===== src/hw/pcg_pkg.sv =====
// Shared constants and types for the peripheral clock gating block
`default_nettype none
package pcg_pkg;
  // System clock and converter sample rates
  localparam int unsigned CLK_HZ = 25_000_000;
  localparam int unsigned RATE_125K_SPS = 125_000;
  localparam int unsigned RATE_250K_SPS = 250_000;
  localparam int unsigned RATE_500K_SPS = 500_000;
  localparam logic [7:0] DIV_125K = 8'(CLK_HZ / RATE_125K_SPS);
  localparam logic [7:0] DIV_250K = 8'(CLK_HZ / RATE_250K_SPS);
  localparam logic [7:0] DIV_500K = 8'(CLK_HZ / RATE_500K_SPS);

  // Sample-rate field codes
  localparam logic [1:0] RATE_CODE_125K = 2'h0;
  localparam logic [1:0] RATE_CODE_250K = 2'h1;
  localparam logic [1:0] RATE_CODE_500K = 2'h2;
  localparam logic [1:0] RATE_CODE_MAX = RATE_CODE_500K;

  // Register byte offsets
  localparam logic [11:0] OFS_ANA_RUN = 12'h100;
  localparam logic [11:0] OFS_TS_RUN = 12'h104;
  localparam logic [11:0] OFS_ANA_SLP = 12'h110;
  localparam logic [11:0] OFS_TS_SLP = 12'h114;
  localparam logic [11:0] OFS_ANA_DSL = 12'h120;
  localparam logic [11:0] OFS_TS_DSL = 12'h124;
  localparam logic [11:0] OFS_RUN_CFG = 12'h140;
  localparam logic [11:0] OFS_IRQ_STAT = 12'h144;
  localparam logic [11:0] OFS_IRQ_MASK = 12'h148;

  // Field positions, analog/pwm/watchdog group
  localparam int unsigned BIT_PWM = 20;
  localparam int unsigned BIT_ADC0 = 16;
  localparam int unsigned BIT_RATE_LO = 8;
  localparam int unsigned BIT_WDOG = 3;
  // Field positions, timer/serial group
  localparam int unsigned BIT_GPT2 = 18;
  localparam int unsigned BIT_GPT1 = 17;
  localparam int unsigned BIT_GPT0 = 16;
  localparam int unsigned BIT_TWI0 = 12;
  localparam int unsigned BIT_SYNC_SERIAL_0_GATE = 4;
  localparam int unsigned BIT_ASYNC_SERIAL_1_GATE = 1;
  localparam int unsigned BIT_ASYNC_SERIAL_0_GATE = 0;
  // Field positions, configuration and interrupt registers
  localparam int unsigned BIT_AUTO_GATE = 27;
  localparam int unsigned IRQ_FAULT = 0;
  localparam int unsigned IRQ_CLAMP = 1;

  // Writable bits; everything else is reserved and reads zero
  localparam logic [31:0] ANA_WMASK = 32'h0011_0308;
  localparam logic [31:0] TS_WMASK = 32'h0007_1013;
  localparam logic [31:0] GATE_RESET = 32'h0000_0000;
  localparam logic [1:0] IRQ_RESET = 2'h0;

  // Unit indices on the access-check port, equal to bit index in pcg_units_t
  localparam logic [3:0] UNIT_COUNT = 4'ha;

  typedef enum logic [1:0] {PCG_RUN, PCG_SLEEP, PCG_DEEP} pcg_mode_t;

  // Clock enables, async_serial_0_gate is bit 0 and pwm bit 9
  typedef struct packed {
    logic pwm;
    logic adc0;
    logic wdog;
    logic gpt2;
    logic gpt1;
    logic gpt0;
    logic twi0;
    logic sync_serial_0_gate;
    logic async_serial_1_gate;
    logic async_serial_0_gate;
  } pcg_units_t;

  // Classic Wishbone request from the master
  typedef struct packed {
    logic cyc;
    logic stb;
    logic we;
    logic [3:0] sel;
    logic [11:0] adr;
    logic [31:0] dat;
  } pcg_wb_req_t;

  typedef struct packed {
    logic [31:0] ana_run;
    logic [31:0] ana_slp;
    logic [31:0] ana_dsl;
    logic [31:0] ts_run;
    logic [31:0] ts_slp;
    logic [31:0] ts_dsl;
    logic auto_gate;
    logic [1:0] irq_stat;
    logic [1:0] irq_mask;
    pcg_units_t units;
    logic [1:0] rate;
    logic ack;
    logic [31:0] rdat;
  } pcg_state_t;

  typedef struct packed {
    logic [7:0] cnt;
    logic tick;
  } pcg_div_state_t;
endpackage : pcg_pkg
`default_nettype wire


===== src/hw/pcg_rate_div.sv =====
// Converter sample tick divider, one-cycle enable at the selected rate
`default_nettype none
module pcg_rate_div (
  input wire logic clk_i,
  input wire logic rst_i,
  input wire logic en_i,
  input wire logic [1:0] rate_i,
  output logic tick_o
);
  pcg_pkg::pcg_div_state_t st;
  pcg_pkg::pcg_div_state_t next_st;
  logic [7:0] lim;

  // Period per rate code; codes above the limit never reach here
  always_comb begin
    unique case (rate_i)
      pcg_pkg::RATE_CODE_500K: lim = pcg_pkg::DIV_500K;
      pcg_pkg::RATE_CODE_250K: lim = pcg_pkg::DIV_250K;
      default: lim = pcg_pkg::DIV_125K;
    endcase
  end

  // Counter stops and clears while the converter is gated off
  always_comb begin
    next_st = st;
    next_st.tick = 1'b0;
    if (!en_i) begin
      next_st.cnt = 8'h00;
    end else if (st.cnt >= lim - 8'h01) begin
      next_st.cnt = 8'h00;
      next_st.tick = 1'b1;
    end else begin
      next_st.cnt = st.cnt + 8'h01;
    end
  end

  always_ff @(posedge clk_i) begin
    if (rst_i) begin
      st <= '0;
    end else begin
      st <= next_st;
    end
  end

  assign tick_o = st.tick;
endmodule : pcg_rate_div
`default_nettype wire


===== src/hw/pcg_gating.sv =====
// Peripheral clock gating registers, mode selection and access fault check
`default_nettype none
module pcg_gating (
  input wire logic clk_i,
  input wire logic rst_i,
  input wire pcg_pkg::pcg_wb_req_t wb_i,
  output logic wb_ack_o,
  output logic [31:0] wb_dat_o,
  input wire logic sleep_i,
  input wire logic deep_sleep_i,
  input wire logic acc_req_i,
  input wire logic [3:0] acc_unit_i,
  output logic acc_fault_o,
  output pcg_pkg::pcg_units_t unit_en_o,
  output logic [1:0] adc_rate_o,
  output logic adc_tick_o,
  output logic irq_o
);
  pcg_pkg::pcg_state_t st;
  pcg_pkg::pcg_state_t next_st;
  pcg_pkg::pcg_mode_t mode;
  logic [31:0] ana_sel;
  logic [31:0] ts_sel;
  logic [31:0] byte_mask;
  logic [31:0] rd_val;
  logic hit;
  logic wr;
  logic clamp_evt;
  logic fault_evt;
  logic [1:0] irq_clr;

  // Merge write data into a register through byte lanes and writable bits
  function automatic logic [31:0] merge(input logic [31:0] old_v, input logic [31:0] dat,
                                        input logic [31:0] bm, input logic [31:0] wm);
    merge = (old_v & ~(bm & wm)) | (dat & bm & wm);
  endfunction : merge

  // Out-of-range rate codes fall back to the fastest permitted rate
  function automatic logic [31:0] clamp_rate(input logic [31:0] v);
    logic [31:0] r;
    r = v;
    if (v[pcg_pkg::BIT_RATE_LO +: 2] > pcg_pkg::RATE_CODE_MAX) begin
      r[pcg_pkg::BIT_RATE_LO +: 2] = pcg_pkg::RATE_CODE_MAX;
    end
    clamp_rate = r;
  endfunction : clamp_rate

  // Byte-lane mask from sel
  always_comb begin
    for (int b = 0; b < 4; b++) begin
      byte_mask[b*8 +: 8] = {8{wb_i.sel[b]}};
    end
  end

  // Power mode; deep sleep outranks sleep, and without auto gating the run set holds
  always_comb begin
    if (!st.auto_gate || (!sleep_i && !deep_sleep_i)) begin
      mode = pcg_pkg::PCG_RUN;
    end else if (deep_sleep_i) begin
      mode = pcg_pkg::PCG_DEEP;
    end else begin
      mode = pcg_pkg::PCG_SLEEP;
    end
  end

  // Active register set for the present mode; run set as the fallback value
  always_comb begin
    ana_sel = st.ana_run;
    ts_sel = st.ts_run;
    unique case (mode)
      pcg_pkg::PCG_RUN: begin
        ana_sel = st.ana_run;
        ts_sel = st.ts_run;
      end
      pcg_pkg::PCG_SLEEP: begin
        ana_sel = st.ana_slp;
        ts_sel = st.ts_slp;
      end
      pcg_pkg::PCG_DEEP: begin
        ana_sel = st.ana_dsl;
        ts_sel = st.ts_dsl;
      end
    endcase
  end

  // Read data; reserved bits are never stored, so they read zero
  always_comb begin
    unique case (wb_i.adr)
      pcg_pkg::OFS_ANA_RUN: rd_val = st.ana_run;
      pcg_pkg::OFS_TS_RUN: rd_val = st.ts_run;
      pcg_pkg::OFS_ANA_SLP: rd_val = st.ana_slp;
      pcg_pkg::OFS_TS_SLP: rd_val = st.ts_slp;
      pcg_pkg::OFS_ANA_DSL: rd_val = st.ana_dsl;
      pcg_pkg::OFS_TS_DSL: rd_val = st.ts_dsl;
      pcg_pkg::OFS_RUN_CFG: rd_val = 32'(st.auto_gate) << pcg_pkg::BIT_AUTO_GATE;
      pcg_pkg::OFS_IRQ_STAT: rd_val = {30'h0, st.irq_stat};
      pcg_pkg::OFS_IRQ_MASK: rd_val = {30'h0, st.irq_mask};
      default: rd_val = 32'h0000_0000;
    endcase
  end

  // Access to a gated unit faults; ids past the unit list are not ours
  assign fault_evt = acc_req_i && (acc_unit_i < pcg_pkg::UNIT_COUNT)
                     && !st.units[acc_unit_i];
  assign acc_fault_o = fault_evt;

  assign hit = wb_i.cyc && wb_i.stb && !st.ack;
  assign wr = hit && wb_i.we;
  assign clamp_evt = wr && wb_i.sel[1] && (wb_i.dat[pcg_pkg::BIT_RATE_LO +: 2]
                     > pcg_pkg::RATE_CODE_MAX)
                     && (wb_i.adr == pcg_pkg::OFS_ANA_RUN || wb_i.adr == pcg_pkg::OFS_ANA_SLP
                     || wb_i.adr == pcg_pkg::OFS_ANA_DSL);
  assign irq_clr = (wr && wb_i.adr == pcg_pkg::OFS_IRQ_STAT && wb_i.sel[0])
                   ? wb_i.dat[1:0] : 2'h0;

  // Next state: bus slave, register writes, registered enables and flags
  always_comb begin
    next_st = st;
    next_st.ack = hit; // Single-cycle answer, dropped the cycle after
    if (hit) begin
      next_st.rdat = rd_val;
    end
    if (wr) begin
      unique case (wb_i.adr)
        pcg_pkg::OFS_ANA_RUN:
          next_st.ana_run = clamp_rate(merge(st.ana_run, wb_i.dat, byte_mask,
                                             pcg_pkg::ANA_WMASK));
        pcg_pkg::OFS_ANA_SLP:
          next_st.ana_slp = clamp_rate(merge(st.ana_slp, wb_i.dat, byte_mask,
                                             pcg_pkg::ANA_WMASK));
        pcg_pkg::OFS_ANA_DSL:
          next_st.ana_dsl = clamp_rate(merge(st.ana_dsl, wb_i.dat, byte_mask,
                                             pcg_pkg::ANA_WMASK));
        pcg_pkg::OFS_TS_RUN:
          next_st.ts_run = merge(st.ts_run, wb_i.dat, byte_mask, pcg_pkg::TS_WMASK);
        pcg_pkg::OFS_TS_SLP:
          next_st.ts_slp = merge(st.ts_slp, wb_i.dat, byte_mask, pcg_pkg::TS_WMASK);
        pcg_pkg::OFS_TS_DSL:
          next_st.ts_dsl = merge(st.ts_dsl, wb_i.dat, byte_mask, pcg_pkg::TS_WMASK);
        pcg_pkg::OFS_RUN_CFG:
          if (wb_i.sel[3]) begin
            next_st.auto_gate = wb_i.dat[pcg_pkg::BIT_AUTO_GATE];
          end
        pcg_pkg::OFS_IRQ_MASK:
          if (wb_i.sel[0]) begin
            next_st.irq_mask = wb_i.dat[1:0];
          end
        default: ;
      endcase
    end
    // Set wins over a same-cycle write-one clear
    next_st.irq_stat = (st.irq_stat & ~irq_clr)
                       | {clamp_evt, fault_evt};
    // Enables registered so every consumer sees one consistent value
    next_st.units.pwm = ana_sel[pcg_pkg::BIT_PWM];
    next_st.units.adc0 = ana_sel[pcg_pkg::BIT_ADC0];
    next_st.units.wdog = ana_sel[pcg_pkg::BIT_WDOG];
    next_st.units.gpt2 = ts_sel[pcg_pkg::BIT_GPT2];
    next_st.units.gpt1 = ts_sel[pcg_pkg::BIT_GPT1];
    next_st.units.gpt0 = ts_sel[pcg_pkg::BIT_GPT0];
    next_st.units.twi0 = ts_sel[pcg_pkg::BIT_TWI0];
    next_st.units.sync_serial_0_gate = ts_sel[pcg_pkg::BIT_SYNC_SERIAL_0_GATE];
    next_st.units.async_serial_1_gate = ts_sel[pcg_pkg::BIT_ASYNC_SERIAL_1_GATE];
    next_st.units.async_serial_0_gate = ts_sel[pcg_pkg::BIT_ASYNC_SERIAL_0_GATE];
    next_st.rate = ana_sel[pcg_pkg::BIT_RATE_LO +: 2];
  end

  // All gating bits clear on reset, so every unit starts unclocked
  always_ff @(posedge clk_i) begin
    if (rst_i) begin
      st <= '0;
      st.ana_run <= pcg_pkg::GATE_RESET;
      st.ana_slp <= pcg_pkg::GATE_RESET;
      st.ana_dsl <= pcg_pkg::GATE_RESET;
      st.ts_run <= pcg_pkg::GATE_RESET;
      st.ts_slp <= pcg_pkg::GATE_RESET;
      st.ts_dsl <= pcg_pkg::GATE_RESET;
      st.irq_stat <= pcg_pkg::IRQ_RESET;
      st.irq_mask <= pcg_pkg::IRQ_RESET;
    end else begin
      st <= next_st;
    end
  end

  // Sample tick runs while the converter is clocked; one tick can still show in the first gated cycle
  pcg_rate_div u_rate_div (
    .clk_i(clk_i),
    .rst_i(rst_i),
    .en_i(st.units.adc0),
    .rate_i(st.rate),
    .tick_o(adc_tick_o)
  );

  assign wb_ack_o = st.ack;
  assign wb_dat_o = st.rdat;
  assign unit_en_o = st.units;
  assign adc_rate_o = st.rate;
  assign irq_o = |(st.irq_stat & st.irq_mask);
endmodule : pcg_gating
`default_nettype wire


===== config.mk =====
export PLATFORM = sky130hd
export DESIGN_NAME = pcg_gating
export DESIGN_NICKNAME = d
export VERILOG_FILES = /design/src/hw/pcg_pkg.sv /design/src/hw/pcg_rate_div.sv /design/src/hw/pcg_gating.sv
export SDC_FILE = /design/constraint.sdc
export NUM_CORES = 1
export LEC_CHECK = 0
export ABC_AREA = 1
export BUFFER_PORTS_ARGS = -buffer_cell sky130_fd_sc_hd__buf_2
export CAP_MARGIN = 5
export CORE_ASPECT_RATIO = 2
export CORE_UTILIZATION = 58
export DETAILED_ROUTE_END_ITERATION = 8
export PLACE_DENSITY = 0.87
export SLEW_MARGIN = 0
export SYNTH_ARGS = -nofsm -noshare
export SYNTH_HDL_FRONTEND = slang
export SYNTH_HIERARCHICAL = 1
export SYNTH_SLANG_ARGS = --single-unit

===== constraint.sdc =====
create_clock -name clk_i -period 4.55 [get_ports clk_i]
set_clock_uncertainty 0.2 [all_clocks]
set_input_delay 0.91 -clock clk_i [delete_from_list [all_inputs] [get_ports clk_i]]
set_output_delay 0.91 -clock clk_i [all_outputs]
set_load 0.01 [all_outputs]

==> results of run 1 <==
==> per-stage QoR <==
step | worst slack [ns] | power (mW) | instances | util, % | cell area, um2
after floorplan | 2.019 | 0.7345 | 616 | - | 4283
after global placement | 1.599 | 0.7536 | 714 | 61.99 | 4335
after detailed placement | 1.550 | 0.7558 | 714 | 61.99 | 4335
after CTS | 1.637 | 1.515 | 730 | 66.67 | 4663
after global routing | 1.477 | 1.557 | 730 | 66.67 | 4663
final | 1.650 | 1.513 | 730 | 66.67 | 4663
==> layer usage <==
metal | GRT usage [%] | share of wire (%)
met1 | 27.80 | 37
met2 | 51.79 | 54
met3 | 5.112 | 5.1
met4 | 18.02 | 3.9
met5 | 0 | 0
==> how the worst min path moves through the flow <==
| stage | end | slack (ns) | cells past startpoint |
|---|---|---|---|
| after floorplan | u_rate_div/st[1]$_SDFF_PP0_ | 0.24 | 1 |
| after global placement | st[154]$_SDFFE_PP0P_ | 0.25 | 2 |
| after detailed placement | wb_dat_o[4]$_SDFFE_PP0N_ | 0.26 | 2 |
| after CTS | st[154]$_SDFFE_PP0P_ | 0.26 | 2 |
| after global routing | wb_dat_o[20]$_SDFFE_PP0N_ | 0.28 | 2 |
| final | wb_dat_o[20]$_SDFFE_PP0N_ | 0.26 | 2 |
==> cell type report <==
type,instances,area [um2]
fill,586,2331
multi-input combinational,393,2049
sequential,75,1501
inverter,89,336.6
timing repair buffer,67,335.3
clock buffer,10,239.0
tap,90,112.6
clock inverter,6,88.84
==> cell usage in the layout (no fill, tap or decap), drive strengths merged, types with 12 or more instances in the layout <==
cell and n:
nor2 54, inv 87, buf 67, a21oi 55, nor3 12, o21ai 49, dfxtp 75, conb 20
nand2 112, nand3 48
==> cell families (layout without fill, tap and decap cells) <==
family / Yosys count / count (layout) / synth area share [%]
other: 1 / 20 / 0.08904
XOR/XNOR: 4 / 4 / 0.8320
AO/OA/AOI/OAI: 125 / 125 / 15.92
AND/OR/NAND/NOR: 235 / 235 / 27.45
flip-flops: 75 / 75 / 35.65
adder cells (fa/ha/maj): 9 / 9 / 2.674
buffers and inverters: 148 / 172 / 17.38
==> power by group through the flow <==
stage | clock (mW) | combinational, mW | sequential (mW)
final | 0.770 | 0.0844 | 0.659
after global routing | 0.805 | 0.0939 | 0.658
after CTS | 0.773 | 0.0830 | 0.659
after detailed placement | 0 | 0.0827 | 0.673
after global placement | 0 | 0.0805 | 0.673
after floorplan | 0 | 0.0614 | 0.673
==> critical path, stage by stage <==
cell     delay [ns]
buf_2          0.13
inv_1          0.10
nand2_1        0.08
nand3_1        0.07
nand3_1        0.09
nand2_1        0.05
nand2_1        0.05
nand4_1        0.12
inv_1          0.08
buf_2          0.12
==> results.md, run 1 <==
* Die width at 62.26 um
* Post-route DRC violation count at 0
* Die area at 7627 um2
* Half-perimeter wire length after detailed placement at 7813 um
* Final hold slack at 0.2631 ns
* Number of buffers inserted by post-CTS setup repair at 0
* Cells taking the most area after synthesis: dfxtp_1 36%, nand2_1 9.4%, buf_4 7.8%
* Unrepaired setup endpoints after global routing: false
* Worst IR drop on VDD at 215.1 uV
* Number of global-route vias before repair at 3717
* Final RePlAce weighted congestion at 0.9098
* Number of library cell types mapped by synthesis at 40
* TritonRoute pass-1 iters at 5
* Crit Path Category: primary input to output pin
* H-tree levels at 3
* Hold buffer count at CTS at 0
* I/O pin total at 108
* Maximum net fanout on the critical path at 6
* Post-synth top flop: dfxtp_1
* Required time at the worst-slack endpoint at 3.44 ns
* Synthesized cell area at 4212 um2
* Critical Path End: acc_fault_o
* Synthesized flop and latch total at 75
* Number of synthesized flops with an enable pin at 0
* Placeable core region at 6994 um2
* Maximum Capacitance Violations at 0
* Critical path data arrival time at 1.79 ns
* Internal power summed over all cells at 1.176 mW
* Total routing usage reported by global routing at 27.76%
* Sw Share at 22.27%
* Average wire per standard cell at 14.08 um
* Layout Nets at 704
* Tmin final at 2.900 ns
* Layout overhead on the synthesized area at 10.72%
* Clock tree root buffer cell: clkbuf_16
* Maximum number of pins on one net before global-route repair at 41
* Launch instance of the worst min-delay path: wb_dat_o[20]$_SDFFE_PP0N_
* Transition at the pin with the smallest max-transition slack at 1.033 ns
* Share of the cycle needed by the critical path after routing at 63.74%
* Power density cells at 324.5 nW/um2
* Leakage power of the design at 2.069 nW
* Startpoint kind of the worst setup timing path: primary input
* Fraction of final layout cells sized beyond drive strength 1 at 19.84%
* Via count normalized by instance count at 5.407
* Number of antenna violations at the first check in global routing at 0
* Critical path capture point type: output pin
* CTS tree: done
* Status: completed
* Post-Synthesis Mean Instance Area at 7.055 um2
* R2r startpoint: wb_ack_o$_SDFF_PP0_
* Post-synth top area cell: dfxtp_1
* Maximum count of clock buffers along a single path at 2
* Total congestion overflow after global routing at 0
* Final setup fails at 0
* Synthesized instance count at 597
* Final Hold Vio Count at 0
* Global-route wire length before repair at 16520 um
* Wirelength, routed at 10280 um
* Area share of the largest cell type after synthesis at 35.65%
* I/O Buffers at 67
* Reg2reg setup slack at 2.25 ns
* Antenna cells at 0
* Vias post-DR at 3947
* Ys Warns at 6
* Max Freq at 344.8 MHz
* Number of instances resized during post-cts repair at 0
* Depth of the worst register-to-register path at 8
* Share of synthesized area occupied by flip-flops and latches at 35.65%
* Net Switching at 336.9 uW
* Initial standard-cell utilization of the core at 60.21%
* Combinational group share of total power at 5.6%
* Number of buffers created by CTS at 9
* CTS sink count at 75
* First DRT Iteration DRCs at 196
* Final count of pins violating max slew at 0
* Clock insertion delay at the later pin of the skew report at 0.34 ns
* Post-route antenna net violation count at 0
* Headroom to the max-slew limit at 31.05%
* Height of the die at 122.5 um
* Clock transition time at the flip-flop clock pins of the worst setup and hold paths at 0.05 ns
* Final setup TNS at 0 ns
* Asr flop ratio synth at 0%
* Ranking of synthesized cells by instance count: 105 x nand2_1, 80 x inv_1, 75 x dfxtp_1
* Clock network fraction of design power at 50.9%
* Relative contribution of sequential cells to total power at 43.5%
* Min-delay worst type: flop to flop
* Setup crit start: acc_unit_i[0]
* Most common cell in the netlist: nand2_1
* Standard-cell rows at 43
No activity file was read; power rests on OpenSTA's default activity.
==> run 2, diff against run 1 <==
- CORE_UTILIZATION: 58 -> 53
- PLACE_DENSITY: 0.87 -> 0.81
- clock period: 4.55 -> 2.8 ns (I/O delays scaled with it)
==> results.md, run 2 (synthesis results as in run 1) <==
* Fraction of final layout cells sized beyond drive strength 1 at 20.59% (was 19.84%)
* I/O pin total at 108 (unchanged)
* Post-route antenna net violation count at 0 (unchanged)
* Number of buffers created by CTS at 9 (unchanged)
* Clock transition time at the flip-flop clock pins of the worst setup and hold paths at 0.06 ns (was 0.05 ns)
* Post-route DRC violation count at 0 (unchanged)
* Total routing usage reported by global routing at 27.17% (was 27.76%)
* Clock tree root buffer cell: clkbuf_16 (unchanged)
* Maximum Capacitance Violations at 0 (unchanged)
* Maximum number of pins on one net before global-route repair at 41 (unchanged)
* Final setup TNS at 0 ns (unchanged)
* Post-route non-filler standard cell count at 740 (was 730)
* Critical path data arrival time at 1.43 ns (was 1.79 ns)
* Min-delay worst type: flop to flop (unchanged)
* Half-perimeter wire length after detailed placement at 8252 um (was 7813 um)
* CP peak stage delay at 0.13 ns (about the same)
* Global-route wire length before repair at 17080 um (was 16520 um)
* Final Hold Vio Count at 0 (unchanged)
* Layout Nets at 710 (was 704)
* I/O Buffers at 67 (unchanged)
* Via count normalized by instance count at 5.330 (was 5.407)
* Share of the cycle needed by the critical path after routing at 78.16%
* R2r startpoint: adc_rate_o[0]$_SDFF_PP0_ (was wb_ack_o$_SDFF_PP0_)
* Die width at 65.03 um (was 62.26 um)
* Initial standard-cell utilization of the core at 55.00% (was 60.21%)
* Number of global-route vias before repair at 3803 (was 3717)
* Power density cells at 493.2 nW/um2 (was 324.5 nW/um2)
* Number of antenna violations at the first check in global routing at 0 (unchanged)
* Hold buffer count at CTS at 0 (unchanged)
* Maximum net fanout on the critical path at 6 (unchanged)
* Number of instances resized during post-cts repair at 0 (unchanged)
* TritonRoute pass-1 iters at 5 (unchanged)
* Final count of pins violating max slew at 0 (unchanged)
* Commonest non-fill, non-tap cell in the layout: nand2_1 (unchanged)
* Tmin final at 2.189 ns
* H-tree levels at 3 (unchanged)
* Status: completed (unchanged)
* Required time at the worst-slack endpoint at 2.04 ns (was 3.44 ns)
* Reg-to-reg endpoint: u_rate_div/st[1]$_SDFF_PP0_
* Maximum count of clock buffers along a single path at 2 (unchanged)
* Placeable core region at 7657 um2 (was 6994 um2)
* First DRT Iteration DRCs at 163 (was 196)
* Worst path cell trace: buf_2 > inv_1 > nand2_1 > nand3_1 > nand3_1 > nand2_1 > nand2_1 > nand4_1 > inv_1 > buf_2 (unchanged)
* Die area at 8328 um2 (was 7627 um2)
* Vias post-DR at 3944 (was 3947)
* Height of the die at 128.1 um (was 122.5 um)
* Placed insts at 724 (was 714)
* Critical path capture point type: output pin (unchanged)
* Depth of the worst register-to-register path at 8 (unchanged)
* Final setup fails at 0 (unchanged)
* Number of buffers inserted by post-CTS setup repair at 0 (unchanged)
* Antenna cells at 0 (unchanged)
* Highest-count cells in the layout ignoring fill and taps: 105 x nand2_1, 80 x inv_1, 75 x dfxtp_1, 67 x buf_2, 55 x a21oi_1 (unchanged)
* Total congestion overflow after global routing at 0 (unchanged)
* Unrepaired setup endpoints after global routing: false (unchanged)
* Critical Path Most Common Cell: nand2_1 (unchanged)
* Reg2reg setup slack at 0.85 ns (was 2.25 ns)
* Launch instance of the worst min-delay path: st[154]$_SDFFE_PP0P_ (was wb_dat_o[20]$_SDFFE_PP0N_)
* Crit Path Category: primary input to output pin (unchanged)
* Startpoint kind of the worst setup timing path: primary input (unchanged)
* CTS sink count at 75 (unchanged)
* Clock insertion delay at the later pin of the skew report at 0.34 ns (about the same)
* CTS tree: done (unchanged)
* Leakage power of the design at 2.078 nW (was 2.069 nW)
* Average wire per standard cell at 14.44 um (was 14.08 um)
* Final RePlAce weighted congestion at 0.9382 (was 0.9098)
* Slowest stage cell on the critical path: buf_2 (unchanged)
* Worst IR drop on VDD at 399.7 uV (was 215.1 uV)
* Layout overhead on the synthesized area at 10.93% (was 10.72%)
* Max Freq at 456.9 MHz
* Wirelength, routed at 10690 um (was 10280 um)
* Hold Path Sink: st[154]$_SDFFE_PP0P_ (was wb_dat_o[20]$_SDFFE_PP0N_)
* Count of cells along the worst hold path at 2 (unchanged)
* Standard-cell rows at 45 (was 43)
==> run 2: cell count changes in the layout (fill, tap and decap cells not counted), sizes merged <==
cell	delta
clkinv	+1
bufinv	-2
clkbuf	-1
inv	+2
buf	+6
==> run 2: how the worst max path moves through the flow <==
stage                             start     endpoint  slack, ns  cells after the start
final                     acc_unit_i[0]  acc_fault_o       0.61                     10
after global routing      acc_unit_i[0]  acc_fault_o       0.51                     10
after CTS                 acc_unit_i[0]  acc_fault_o       0.60                     10
after detailed placement       wb_i[50]         flop       0.60                     10
after global placement         wb_i[50]         flop       0.62                     10
after floorplan           acc_unit_i[0]  acc_fault_o       0.97                      8
==> run 2: power breakdown <==
group / switching (mW) / leakage (nW) / internal (mW)
Sequential: 0.00140 / 0.604 / 1.07
Clock: 0.481 / 0.134 / 0.613
Combinational: 0.0996 / 1.34 / 0.0411
Total: 0.582 / 2.08 / 1.72
==> run 2: critical path, delay by kind of cell <==
kind                   cells  cell delay (ns)
buffers and inverters      4             0.44
AND/OR/NAND/NOR            6             0.42
==> run 2: routing by layer <==
metal	wire [um]	vias up	GRT usage, %
li1	-	1954	-
met2	5816	160	49.63
met4	478	0	16.75
met1	3847	1802	26.99
met3	541	28	5.783
met5	0	-	0
==> run 2: cell type report <==
type / instances / area (um2)
flip-flops and latches: 75 / 1501
fillers: 743 / 2985
inverters: 89 / 336.6
repair buffers: 73 / 380.4
multi-input cells: 393 / 2049
clock buffers: 9 / 225.2
well taps: 94 / 117.6
clock inverters: 7 / 61.31
==> run 2: through the flow <==
| step | power, mW | area, um2 | setup slack (ns) | utilization (%) | hold WS [ns] |
|---|---|---|---|---|---|
| 2_1_floorplan | 1.193 | 4283 | 0.9686 | - | 0.2413 |
| 3_3_place_gp | 1.229 | 4385 | 0.6223 | 57.27 | 0.2524 |
| 3_5_place_dp | 1.233 | 4385 | 0.6036 | 57.27 | 0.2585 |
| 4_1_cts | 2.321 | 4672 | 0.6037 | 61.01 | 0.2677 |
| 5_1_grt | 2.383 | 4672 | 0.5146 | 61.01 | 0.2869 |
| 6_report | 2.304 | 4672 | 0.6115 | 61.01 | 0.2660 |
